**config.mk**
```make
export PLATFORM = sky130hd
export DESIGN_NAME = twb_master
export DESIGN_NICKNAME = d
export VERILOG_FILES = /design/src/design/twb_pkg.sv /design/src/design/twb_master.sv
export VERILOG_INCLUDE_DIRS = /design/src /design/src/design
export SDC_FILE = /design/constraint.sdc
export NUM_CORES = 1
export LEC_CHECK = 0
export BUFFER_PORTS_ARGS = -buffer_cell sky130_fd_sc_hd__clkbuf_2
export CORE_MARGIN = 3
export CORE_UTILIZATION = 55
export DETAILED_ROUTE_END_ITERATION = 6
export MAX_ROUTING_LAYER = met4
export PLACE_DENSITY = 0.79
export SLEW_MARGIN = 30
export SYNTH_ARGS = -nofsm -noshare
export SYNTH_HDL_FRONTEND = slang
export SYNTH_SLANG_ARGS = --single-unit
```
**constraint.sdc**
```tcl
create_clock -name clk -period 6.9 [get_ports clk]
set_input_delay 0.69 -clock clk [delete_from_list [all_inputs] [get_ports clk]]
set_output_delay 0.69 -clock clk [all_outputs]
set_load 0.005 [all_outputs]
```
**src/design/twb_defs.svh**
```systemverilog
/*
 * Register indices, field positions, reset values and bus timing counts of the
 * two-wire bus master engine.
 * Assumes a 125 MHz block clock and a word-aligned Avalon-MM register window.
 */
`ifndef TWB_DEFS_SVH
`define TWB_DEFS_SVH

// Register indices; the byte address of each register is four times its index.
`define TWB_IDX_DATA    3'h0
`define TWB_IDX_STATUS  3'h1
`define TWB_IDX_CTLSTAT 3'h2
`define TWB_IDX_CTL1    3'h3
`define TWB_IDX_OWNADDR 3'h4
`define TWB_IDX_DIV     3'h5

// Status register fields.
`define TWB_ST_BEF      6
`define TWB_ST_BER      5
`define TWB_ST_NACK     4
`define TWB_ST_SST      3
`define TWB_ST_MASTER   1
`define TWB_ST_XMIT     0

// Control status register fields.
`define TWB_CS_OCC      1

// Control one register fields.
`define TWB_C1_START    0
`define TWB_C1_STOP     1
`define TWB_C1_IRQEN    2
`define TWB_C1_REFUSE   3
`define TWB_C1_SSE      7

// Own address register fields.
`define TWB_OA_MEN      7

// Reset values.
`define TWB_OWNADDR_RST 8'h00

// Bus timing: one clock-line phase lasts the divider value plus one cycle.
`define TWB_CLK_NS      8
`define TWB_HALF_NS     5000
`define TWB_HALF_CYC    ((`TWB_HALF_NS) / (`TWB_CLK_NS))
`define TWB_DIV_RST     16'((`TWB_HALF_CYC) - 1)

`endif

```
**src/design/twb_pkg.sv**
```systemverilog
/*
 * Types of the two-wire bus master engine: engine states, line drive bundle
 * and the full state record of the engine.
 * Assumes twb_defs.svh supplies all numeric constants except the state codes, which are set here.
 */
package twb_pkg;

    typedef enum logic [9:0] {
        S_IDLE   = 10'h001,
        S_SETUP  = 10'h002,
        S_HOLD   = 10'h004,
        S_STALL  = 10'h008,
        S_LOW    = 10'h010,
        S_HIGH   = 10'h020,
        S_STOPA  = 10'h040,
        S_STOPB  = 10'h080,
        S_STOPC  = 10'h100,
        S_RSREL  = 10'h200
    } twb_state_e;

    typedef struct packed {
        logic scl_out;
        logic scl_oe;
        logic sda_out;
        logic sda_oe;
    } twb_line_drv_s;

    typedef struct packed {
        twb_state_e st;
        logic [15:0] cnt;
        logic [15:0] div;
        logic [3:0]  bitn;
        logic [7:0]  sh;
        logic [7:0]  data;
        logic [7:0]  own_addr;
        logic [7:0]  rdata;
        logic        ack;
        logic        scl_m;
        logic        scl_s;
        logic        scl_d;
        logic        sda_m;
        logic        sda_s;
        logic        sda_d;
        logic        smp;
        logic        scl_drv;
        logic        sda_drv;
        logic        bef;
        logic        bus_error_flag;
        logic        nack;
        logic        sst;
        logic        master;
        logic        xmit;
        logic        rx;
        logic        addr_ph;
        logic        pend;
        logic        occ;
        logic        start_req;
        logic        stop_req;
        logic        irq_en;
        logic        refuse;
        logic        sse;
        logic        irq;
    } twb_regs_s;

endpackage

```
**src/design/twb_master.sv**
```systemverilog
/*
 * Two-wire bus master engine with an Avalon-MM register slave.
 * Assumes open-drain clock and data lines with pull-ups outside, and pin inputs
 * that are asynchronous to clk.
 */
// The register offsets and the Avalon-MM slave port were decided locally.
// Function
// - Master clocks a ninth acknowledge pulse; receiver acknowledges unless unable.
// - On master read, last byte gets negative acknowledge; data line left released.
// - Seven address bits follow Start; eighth bit: 1 read, 0 write.
// - First byte 00h is a general call; second byte gives its meaning.
// - Data rising while clock high is a Stop and ends the transaction.
// - Master aborts when sampled data differs from driven, except while receiving or on the acknowledge bit.
// - Clock period follows slowest party; high phase ends with shortest high.
// - Arbitration lost in address: drop bus, become slave, keep watching data.
// - Start request waits for free bus, issues Start, then holds clock low.
// - Clock pulled low during Start sets bus error; else master and buffer-empty.
// - Interrupt enable raises request on bus error, empty, refused or stall flag.
// - Writing address byte as master launches it; acknowledge copied to refused.
// - Conflict during master transfer aborts, sets bus error, clears master.
// - Stall enable with clean address sets start-stall flag, holds clock low.
// - Clean address: transmit sets buffer-empty; receive without stall starts reading.
// - Byte written while empty is sent; refusal sets refused, empty stays clear.
// - Software sets refuse-next before last byte; device sends negative acknowledge.
// - Stop request while master sends Stop at once and clears itself.
// - Master holds clock low after acknowledge while refused, empty or start-stall.
// - Bytes move most significant bit first in both directions.
// - Data falling while clock high is generated and recognized as Start.
`timescale 1ns/10ps
`include "twb_defs.svh"

module twb_master (
    input  wire logic                   clk,
    input  wire logic                   sys_rst,
    input  wire logic [4:0]             avs_address,
    input  wire logic                   avs_read,
    input  wire logic                   avs_write,
    input  wire logic [31:0]            avs_writedata,
    input  wire logic [3:0]             avs_byteenable,
    output logic      [31:0]            avs_readdata,
    output logic                        avs_waitrequest,
    input  wire logic                   scl_in,
    input  wire logic                   sda_in,
    output twb_pkg::twb_line_drv_s      line_drv,
    output logic                        irq
);
    import twb_pkg::*;

    twb_regs_s s_r;
    twb_regs_s s_nxt;

    logic       acc;
    logic [2:0] idx;
    logic       tick;
    logic       start_ev;
    logic       stop_ev;
    logic       stall;
    logic       rx_now;
    logic       hi_end;
    logic       go_tx;
    logic       go_rx;
    logic       abort;

    assign acc             = avs_read | avs_write;
    assign idx             = avs_address[4:2];
    assign avs_waitrequest = acc & ~s_r.ack;
    assign avs_readdata    = {24'h000000, s_r.rdata};
    assign irq             = s_r.irq;
    assign line_drv        = '{scl_out: 1'b0, scl_oe: s_r.scl_drv, sda_out: 1'b0, sda_oe: s_r.sda_drv};

    always_comb begin
        s_nxt = s_r;
        go_tx = 1'b0;
        go_rx = 1'b0;
        abort = 1'b0;
        s_nxt.scl_m = scl_in;
        s_nxt.scl_s = s_r.scl_m;
        s_nxt.scl_d = s_r.scl_s;
        s_nxt.sda_m = sda_in;
        s_nxt.sda_s = s_r.sda_m;
        s_nxt.sda_d = s_r.sda_s;
        tick     = (s_r.cnt == s_r.div);
        start_ev = s_r.scl_s & s_r.scl_d & s_r.sda_d & ~s_r.sda_s;
        stop_ev  = s_r.scl_s & s_r.scl_d & ~s_r.sda_d & s_r.sda_s;
        stall    = s_r.nack | s_r.bef | (s_r.sst & s_r.sse);
        rx_now   = s_r.rx & ~s_r.addr_ph;
        hi_end   = (s_r.scl_s & tick) | (~s_r.scl_s & (s_r.cnt != 16'h0000));
        if (start_ev) begin
            s_nxt.occ = 1'b1;
        end
        if (stop_ev) begin
            s_nxt.occ = 1'b0;
        end

        // Read data is latched at the first edge; side effects land at the second edge, which ends the transfer.
        s_nxt.ack = acc & ~s_r.ack;
        if (avs_read & ~s_r.ack) begin
            unique case (idx)
                `TWB_IDX_DATA:    s_nxt.rdata = s_r.data;
                `TWB_IDX_STATUS:  s_nxt.rdata = {1'b0, s_r.bef, s_r.bus_error_flag, s_r.nack, s_r.sst, 1'b0,
                                                 s_r.master, s_r.xmit};
                `TWB_IDX_CTLSTAT: s_nxt.rdata = {6'h00, s_r.occ, 1'b0};
                `TWB_IDX_CTL1:    s_nxt.rdata = {s_r.sse, 3'h0, s_r.refuse, s_r.irq_en, s_r.stop_req,
                                                 s_r.start_req};
                `TWB_IDX_OWNADDR: s_nxt.rdata = s_r.own_addr;
                `TWB_IDX_DIV:     s_nxt.rdata = s_r.div[7:0];
                default:          s_nxt.rdata = 8'h00;
            endcase
        end
        if (avs_read & s_r.ack & (idx == `TWB_IDX_DATA) & s_r.master & rx_now) begin
            s_nxt.bef = 1'b0;
        end
        if (avs_write & s_r.ack & avs_byteenable[0]) begin
            unique case (idx)
                `TWB_IDX_DATA: begin
                    s_nxt.data = avs_writedata[7:0];
                    if (s_r.master) begin
                        s_nxt.pend = 1'b1;
                        s_nxt.bef  = 1'b0;
                        if (s_r.addr_ph | s_r.start_req) begin
                            s_nxt.addr_ph = 1'b1;
                            s_nxt.rx      = avs_writedata[0];
                            s_nxt.xmit    = ~avs_writedata[0];
                        end
                    end
                end
                `TWB_IDX_STATUS: begin
                    if (avs_writedata[`TWB_ST_BER]) begin
                        s_nxt.bus_error_flag = 1'b0;
                    end
                    if (avs_writedata[`TWB_ST_NACK]) begin
                        s_nxt.nack = 1'b0;
                    end
                    if (avs_writedata[`TWB_ST_SST]) begin
                        s_nxt.sst = 1'b0;
                    end
                end
                `TWB_IDX_CTLSTAT: begin
                    if (avs_writedata[`TWB_CS_OCC] & ~start_ev) begin
                        s_nxt.occ = 1'b0;
                    end
                end
                `TWB_IDX_CTL1: begin
                    s_nxt.start_req = avs_writedata[`TWB_C1_START];
                    s_nxt.stop_req  = avs_writedata[`TWB_C1_STOP];
                    s_nxt.irq_en    = avs_writedata[`TWB_C1_IRQEN];
                    s_nxt.refuse    = avs_writedata[`TWB_C1_REFUSE];
                    s_nxt.sse       = avs_writedata[`TWB_C1_SSE];
                end
                `TWB_IDX_OWNADDR: s_nxt.own_addr = avs_writedata[7:0];
                `TWB_IDX_DIV: begin
                    s_nxt.div[7:0] = avs_writedata[7:0];
                    if (avs_byteenable[1]) begin
                        s_nxt.div[15:8] = avs_writedata[15:8];
                    end
                end
                default: begin
                end
            endcase
        end

        // Engine updates come after the bus side, so a hardware set beats a software clear.
        s_nxt.cnt = tick ? 16'h0000 : s_r.cnt + 16'h0001;
        unique case (s_r.st)
            S_IDLE: begin
                s_nxt.scl_drv = 1'b0;
                s_nxt.sda_drv = 1'b0;
                s_nxt.cnt     = 16'h0000;
                if (s_r.start_req & ~s_r.occ) begin
                    s_nxt.st = S_SETUP;
                end
            end
            S_RSREL: begin
                s_nxt.sda_drv = 1'b0;
                if (tick) begin
                    s_nxt.scl_drv = 1'b0;
                    s_nxt.st      = S_SETUP;
                end
            end
            S_SETUP: begin
                if (~s_r.scl_s) begin
                    s_nxt.cnt = 16'h0000;
                    if (~s_r.master & ~s_r.scl_drv) begin
                        abort = 1'b1;
                    end
                end else if (tick) begin
                    s_nxt.sda_drv = 1'b1;
                    s_nxt.st      = S_HOLD;
                end
            end
            S_HOLD: begin
                if (tick) begin
                    s_nxt.scl_drv   = 1'b1;
                    s_nxt.start_req = 1'b0;
                    s_nxt.addr_ph   = 1'b1;
                    if (s_r.master & s_r.pend) begin
                        go_tx = 1'b1;
                    end else begin
                        s_nxt.master = 1'b1;
                        s_nxt.bef    = 1'b1;
                        s_nxt.st     = S_STALL;
                    end
                end
            end
            S_STALL: begin
                s_nxt.scl_drv = 1'b1;
                s_nxt.cnt     = 16'h0000;
                if (s_r.stop_req) begin
                    s_nxt.sda_drv = 1'b1;
                    s_nxt.st      = S_STOPA;
                end else if (~stall & s_r.pend & s_r.start_req) begin
                    s_nxt.sda_drv = 1'b0;
                    s_nxt.st      = S_RSREL;
                end else if (~stall & s_r.pend) begin
                    go_tx = 1'b1;
                end else if (~stall & rx_now & ~s_r.start_req) begin
                    go_rx = 1'b1;
                end
            end
            S_LOW: begin
                if (tick) begin
                    s_nxt.scl_drv = 1'b0;
                    s_nxt.st      = S_HIGH;
                end
            end
            S_HIGH: begin
                if (s_r.scl_s & (s_r.cnt == 16'h0000)) begin
                    s_nxt.smp = s_r.sda_s;
                    // The line is open drain, so a released bit may legally read low only while receiving or on the acknowledge bit.
                    if (~rx_now & (s_r.bitn != 4'h8) & ~s_r.sda_drv & ~s_r.sda_s) begin
                        abort = 1'b1;
                    end
                end else if (s_r.scl_s & (s_r.sda_s != s_r.smp)) begin
                    abort = 1'b1;
                end
                if (~s_r.scl_s & (s_r.cnt == 16'h0000)) begin
                    s_nxt.cnt = 16'h0000;
                end else if (hi_end & ~abort) begin
                    s_nxt.scl_drv = 1'b1;
                    s_nxt.cnt     = 16'h0000;
                    s_nxt.st      = S_LOW;
                    s_nxt.bitn    = s_r.bitn + 4'h1;
                    if (s_r.bitn != 4'h8) begin
                        s_nxt.sh = {s_r.sh[6:0], s_r.smp};
                        if (s_r.bitn == 4'h7) begin
                            s_nxt.sda_drv = rx_now & ~s_r.refuse;
                        end else begin
                            s_nxt.sda_drv = ~rx_now & ~s_r.sh[6];
                        end
                    end else begin
                        s_nxt.sda_drv = 1'b0;
                        s_nxt.st      = S_STALL;
                        if (rx_now) begin
                            s_nxt.data = s_r.sh;
                            s_nxt.bef  = 1'b1;
                        end else if (s_r.addr_ph) begin
                            s_nxt.addr_ph = 1'b0;
                            s_nxt.nack    = s_r.smp;
                            if (~s_r.smp & s_r.sse) begin
                                s_nxt.sst = 1'b1;
                            end else if (~s_r.smp & s_r.xmit) begin
                                s_nxt.bef = 1'b1;
                            end else if (~s_r.smp) begin
                                go_rx = 1'b1;
                            end
                        end else begin
                            s_nxt.nack = s_r.smp;
                            s_nxt.bef  = ~s_r.smp;
                        end
                    end
                end
            end
            S_STOPA: begin
                if (tick) begin
                    s_nxt.scl_drv = 1'b0;
                    s_nxt.st      = S_STOPB;
                end
            end
            S_STOPB: begin
                if (~s_r.scl_s) begin
                    s_nxt.cnt = 16'h0000;
                end else if (tick) begin
                    s_nxt.sda_drv = 1'b0;
                    s_nxt.st      = S_STOPC;
                end
            end
            S_STOPC: begin
                if (tick) begin
                    s_nxt.st       = S_IDLE;
                    s_nxt.stop_req = 1'b0;
                    s_nxt.master   = 1'b0;
                    s_nxt.bef      = 1'b0;
                    s_nxt.xmit     = 1'b0;
                    s_nxt.addr_ph  = 1'b0;
                    s_nxt.pend     = 1'b0;
                end
            end
            default: begin
                s_nxt.st = S_IDLE;
            end
        endcase

        if (go_tx) begin
            s_nxt.st      = S_LOW;
            s_nxt.cnt     = 16'h0000;
            s_nxt.bitn    = 4'h0;
            s_nxt.pend    = 1'b0;
            s_nxt.sh      = s_r.data;
            s_nxt.sda_drv = ~s_r.data[7];
        end
        if (go_rx) begin
            s_nxt.st      = S_LOW;
            s_nxt.cnt     = 16'h0000;
            s_nxt.bitn    = 4'h0;
            s_nxt.sh      = 8'h00;
            s_nxt.sda_drv = 1'b0;
        end
        // A lost master only listens afterwards; slave matching lives outside this engine.
        if (abort) begin
            s_nxt.st        = S_IDLE;
            s_nxt.bus_error_flag       = 1'b1;
            s_nxt.master    = 1'b0;
            s_nxt.start_req = 1'b0;
            s_nxt.pend      = 1'b0;
            s_nxt.addr_ph   = 1'b0;
            s_nxt.xmit      = 1'b0;
            s_nxt.scl_drv   = 1'b0;
            s_nxt.sda_drv   = 1'b0;
        end
        s_nxt.irq = s_nxt.irq_en & (s_nxt.bus_error_flag | s_nxt.bef | s_nxt.nack | s_nxt.sst);
    end

    always_ff @(posedge clk or posedge sys_rst) begin
        if (sys_rst) begin
            s_r          <= '0;
            s_r.st       <= S_IDLE;
            s_r.div      <= `TWB_DIV_RST;
            s_r.own_addr <= `TWB_OWNADDR_RST;
            s_r.scl_m    <= 1'b1;
            s_r.scl_s    <= 1'b1;
            s_r.scl_d    <= 1'b1;
            s_r.sda_m    <= 1'b1;
            s_r.sda_s    <= 1'b1;
            s_r.sda_d    <= 1'b1;
            s_r.smp      <= 1'b1;
        end else begin
            s_r <= s_nxt;
        end
    end

endmodule

```
==> impl_metrics.env, run 1 <==
export IMPL_final_hold_viol_count=0
export IMPL_drtIter0Drc=325
export IMPL_rsz0062_at_grt="no"
export IMPL_worst_slew_pin_slew_ps=816
export IMPL_end_kind="flop"
export IMPL_status="finished clean"
export IMPL_grt_max_degree=57
export IMPL_numPortBuffers=38
export IMPL_cp_max_fo=9
export IMPL_drt_total_wl_mm=13.0
export IMPL_gr_total_overflow=0
export IMPL_fin_crit_sh=0.500
export IMPL_setup_tns_ps=0
export IMPL_drv_slew=0
export IMPL_antenna_cells=0
export IMPL_yosysSeqAreaShare=0.453
export IMPL_slew_headroom=0.455
export IMPL_dieArea_sq_um=11800
export IMPL_core_sq_um=10000
export IMPL_post_route_drc_count=0
export IMPL_antenna_found_initial=0
export IMPL_holdBufCountCts=0
export IMPL_area_growth_pct=6.00
export IMPL_clockBufferDepth=2
export IMPL_most_common_layout_cells="dfrtp_1, nor2_1, nand2_1"
export IMPL_start_util=0.578
export IMPL_cts_root_buffer="clkbuf_8"
export IMPL_cts_htree_levels=3
export IMPL_cp_start_kind="flop"
export IMPL_nets=631
export IMPL_mostFrequentLayoutCell="dfrtp_1"
export IMPL_cts_resized_gates=0
export IMPL_cp_required_ps=7160
export IMPL_fmax_mhz=290
export IMPL_cts_setup_buffers=0
export IMPL_hold_slack_ps=353
export IMPL_clock_latency_ps=380
export IMPL_hp_class="flop to flop"
export IMPL_wl_per_cell_um=18.1
export IMPL_drt_pass1_iterations=5
export IMPL_nFillCells=836
export IMPL_ir_drop_mv=0.290
export IMPL_powerDensity_nw_per_um2=274
export IMPL_ys_types=65
export IMPL_ios=85
export IMPL_numCtsBuffers=9
export IMPL_synth_seq_cells=104
export IMPL_setup_ws_ps=3450
export IMPL_synth_edf_count=0
export IMPL_clock_sinks=104
export IMPL_maxCapViolations=0
export IMPL_dieHeight_um=108
export IMPL_setup_viol=0
export IMPL_synth_area_per_cell_sq_um=10.4
export IMPL_crit_type="flop to flop"
export IMPL_arrival_ps=3710
export IMPL_grt_total_usage=0.237
export IMPL_skew_ps=15.9
export IMPL_cts_tree="done"
export IMPL_die_w_um=108
export IMPL_via_per_inst=6.02
export IMPL_fin_crit_ps=3450
export IMPL_synthArstFlopShare=1.00
export IMPL_dp_slack_ps=3520
export IMPL_syn_instance_count=554
export IMPL_place_hpwl_mm=9.70
export IMPL_gp_congestion=0.967
export IMPL_yosys_most_used_dff="dfrtp_1"
export IMPL_ant_nets=0
export IMPL_leakage_nw=2.73
export IMPL_grt_pass1_vias=4120
export IMPL_rows=36
export IMPL_clk_pin_slew_ps=100
export IMPL_drive_gt1_frac=0.219
export IMPL_grt_pass1_wl_mm=21.1
export IMPL_synth_area_sq_um=5780
export IMPL_yosys_warnings=0
export IMPL_vias=4325
[synthesized netlist by cell type, drive strengths merged (5+ instances only)]
cell type | count | area [sq um]
dfrtp | 92 | 2300
nor2 | 49 | 191
nand2 | 43 | 161
mux2 | 42 | 473
buf | 39 | 287
o21ai | 25 | 125
xnor2 | 24 | 210
nand3 | 19 | 95.1
inv | 15 | 56.3
mux2i | 15 | 150
nor4 | 13 | 93.8
clkbuf | 12 | 45.0
dfstp | 12 | 315
nand4 | 12 | 75.1
xor2 | 11 | 96.3
nor2b | 10 | 62.6
nor3 | 9 | 45.0
a32o | 8 | 80.1
a21oi | 7 | 35.0
nand2b | 6 | 37.5
a211oi | 5 | 50.1
a22oi | 5 | 37.5
nor3b | 5 | 48.8
[critical path: stages (launching register included)]
cell     delay (ps)
dfrtp_1         430
inv_1            70
ha_1            210
and3b_1         240
or4_1           520
a21o_1          250
a31oi_1         660
nor2_1          360
a32o_1          340
mux2_2          250
[cells by family (layout without fill, tap and decap cells)]
group | Yosys count | in the layout | share of synthesized area
AND/OR/NAND/NOR | 187 | 187 | 0.169
buffers and inverters | 66 | 72 | 0.0671
flip-flops | 104 | 104 | 0.453
XOR/XNOR | 35 | 35 | 0.0531
adder cells (fa/ha/maj) | 4 | 4 | 0.00866
other | 1 | 26 | 0.000649
multiplexers | 61 | 61 | 0.123
AO/OA/AOI/OAI | 96 | 96 | 0.125
[path summary, 6_finish.rpt]
kind	slack, ps	from	cells after the start	end
setup / recovery	3450	s_r[58]	9	s_r[51]
hold / removal	350	s_nxt[20]	0	s_nxt[19]
setup reg to reg	3450	s_r[58]	9	s_r[51]
hold reg to reg	350	s_nxt[20]	0	s_nxt[19]
max in group asynchronous	5410	sys_rst	3	s_r[42]
min in group asynchronous	360	sys_rst	2	s_r[91]
[state kept, by name (all words and copies together) (netlist names)]
name,count
s_r,89
irq,1
avs_readdata,8
line_drv,2
s_nxt,4
[metal layers]
| metal | vias up | GRT usage | routed length, um |
|---|---|---|---|
| li1 | 1989 | - | - |
| met1 | 2144 | 0.326 | 5800 |
| met2 | 171 | 0.360 | 6180 |
| met3 | 21 | 0.0412 | 790 |
| met4 | 0 | 0.0748 | 251 |
| met5 | - | - | 0 |
[through the flow]
stage,power [W],area [sq um],std cells,utilization
detailed placement,0.00131,5940,702,0.594
global placement,0.00129,5930,702,0.593
global route,0.00177,6120,718,0.612
floorplan,0.00119,5870,579,-
finish,0.00168,6120,718,0.612
CTS,0.00168,6120,718,0.612
[area by class of cell]
type,instances,area [sq um],area share
clock buffers,12,135,0.0221
clock inverters,4,47.5,0.00776
inverters,15,58.8,0.00960
multi-input cells,409,2890,0.471
flip-flops and latches,104,2620,0.427
well taps,133,166,0.0272
repair buffers,41,213,0.0347
[power breakdown]
part | leakage [nW] | internal [W] | switching [W]
logic | 1.31 | 0.000221 | 0.000280
clock network | 0.0904 | 0.000167 | 0.000204
registers | 1.32 | 0.000704 | 0.0000993
(Power assumes the default switching activity.)
==> inputs of run 2 (changes only) <==
- clock period: 6.9 -> 3.25 ns (I/O delays scaled with it)
==> impl_metrics.env, run 2 (same netlist as run 1, synthesis figures left out) <==
export IMPL_status="finished clean"
export IMPL_worst_slew_pin_slew_ps=737
export IMPL_leakage_nw=2.80
export IMPL_maxCapViolations=0
export IMPL_mostFrequentLayoutCell="dfrtp_1"
export IMPL_cts_tree="done"
export IMPL_clock_latency_ps=380
export IMPL_final_util=0.625
export IMPL_antenna_cells=0
export IMPL_crit_family="simple AND/OR/NAND/NOR gates"
export IMPL_most_common_layout_cells="dfrtp_1, nor2_1, nand2_1"
export IMPL_clockBufferDepth=2
export IMPL_slowest_stage="or4_1"
export IMPL_ir_drop_mv=0.494
export IMPL_rows=36
export IMPL_hp_class="input port to flop"
export IMPL_dp_slack_ps=-126
export IMPL_fmax_mhz=319
export IMPL_drive_gt1_frac=0.242
export IMPL_nets=644
export IMPL_setup_ws_ps=115
export IMPL_cts_htree_levels=3
export IMPL_skew_ps=11.2
export IMPL_slew_headroom=0.505
export IMPL_vias=4363
export IMPL_fin_crit_ps=3140
export IMPL_gp_congestion=1.02
export IMPL_cp_max_fo=8
export IMPL_cpPeakStageDelay_ps=510
export IMPL_clk_pin_slew_ps=100
export IMPL_numCtsBuffers=9
export IMPL_setup_tns_ps=0
export IMPL_grt_total_usage=0.237
export IMPL_place_hpwl_mm=9.74
export IMPL_drt_total_wl_mm=13.1
export IMPL_largest_register_ffs=89
export IMPL_crit_buf_inv=1
export IMPL_cp_required_ps=3510
export IMPL_drt_pass1_iterations=5
export IMPL_grt_pass1_wl_mm=21.1
export IMPL_gr_total_overflow=0
export IMPL_post_route_drc_count=0
export IMPL_drv_slew=0
export IMPL_regMostFlops="s_r"
export IMPL_ant_nets=0
export IMPL_ios=85
export IMPL_final_hold_viol_count=0
export IMPL_grt_pass1_vias=4196
export IMPL_wl_per_cell_um=17.9
export IMPL_dieArea_sq_um=11800
export IMPL_drtIter0Drc=394
export IMPL_core_sq_um=10000
export IMPL_crit_type="flop to flop"
export IMPL_die_w_um=108
export IMPL_powerDensity_nw_per_um2=574
export IMPL_path_cells="inv_1 -> ha_1 -> and3b_1 -> or4_1 -> a21o_1 -> a31o_4 -> a221o_1 -> nor2_4 -> mux2_2"
export IMPL_antenna_found_initial=0
export IMPL_end_kind="flop"
export IMPL_setup_viol=0
export IMPL_dp_cells=713
export IMPL_clock_sinks=104
export IMPL_via_per_inst=5.97
export IMPL_start_util=0.578
export IMPL_grt_max_degree=63
export IMPL_fin_crit_sh=0.965
export IMPL_layout_cells_non_filler=731
export IMPL_cts_root_buffer="clkbuf_8"
export IMPL_dieHeight_um=108
export IMPL_numPortBuffers=38
export IMPL_area_growth_pct=8.10
export IMPL_cp_start_kind="flop"
export IMPL_arrival_ps=3400
==> run 2: changes by cell type in the layout (fill, tap and decap cells not counted), sizes merged <==
cell / change
buf: +12
bufinv: -1
clkbuf: -1
clkinv: +1
dlygate4sd3: +1
inv: +1
==> run 2: final timing paths <==
kind,slack (ps),startpoint,end,cells past startpoint
max,110,s_r[59],s_r[53],9
min,20,scl_in,s_nxt[23],1
max reg2reg,110,s_r[59],s_r[53],9
min reg2reg,360,s_nxt[20],s_nxt[19],0
max in group asynchronous,2370,sys_rst,s_r[52],3
min in group asynchronous,80,sys_rst,s_r[101],2
==> run 2: power by group <==
group          switching [W]  total (W)  leakage, nW  internal (W)
clock network       0.000444   0.000743       0.0895      0.000299
logic               0.000616    0.00114         1.39      0.000520
registers           0.000213    0.00171         1.32       0.00150
==> run 2: what timing repair did <==
action / in CTS / in global routing
pin swaps: 0 / 1
endpoints found under the hold margin: 0 / 1
cloned: 0 / 0
endpoints found under the setup margin: 9 / 14
hold buffers: 0 / 1
resized for setup: 1 / 3
setup buffers: 0 / 1
==> run 2: area by class of cell <==
cell class	count	area, sq um
timing repair buffer	54	325
sequential	104	2620
fill	816	3750
multi-input combinational	409	2910
tap	133	166
clock buffer	11	141
clock inverter	5	31.3
inverter	15	58.8
==> run 2: stage by stage <==
step | cell area (sq um) | hold WS [ps] | total power, W
2_1_floorplan | 5870 | 329 | 0.00252
3_3_place_gp | 6020 | 347 | 0.00280
3_5_place_dp | 6030 | 347 | 0.00284
4_1_cts | 6210 | 0.157 | 0.00359
5_1_grt | 6250 | 1.05 | 0.00379
6_report | 6250 | 22.2 | 0.00359
==> run 2: layer usage <==
layer  track usage  part of all wire  vias up
li1              -                 -     2031
met1         0.326              0.45     2145
met2         0.354              0.47      160
met3        0.0460             0.060       27
met4        0.0848             0.021        0
met5             -                 0        -
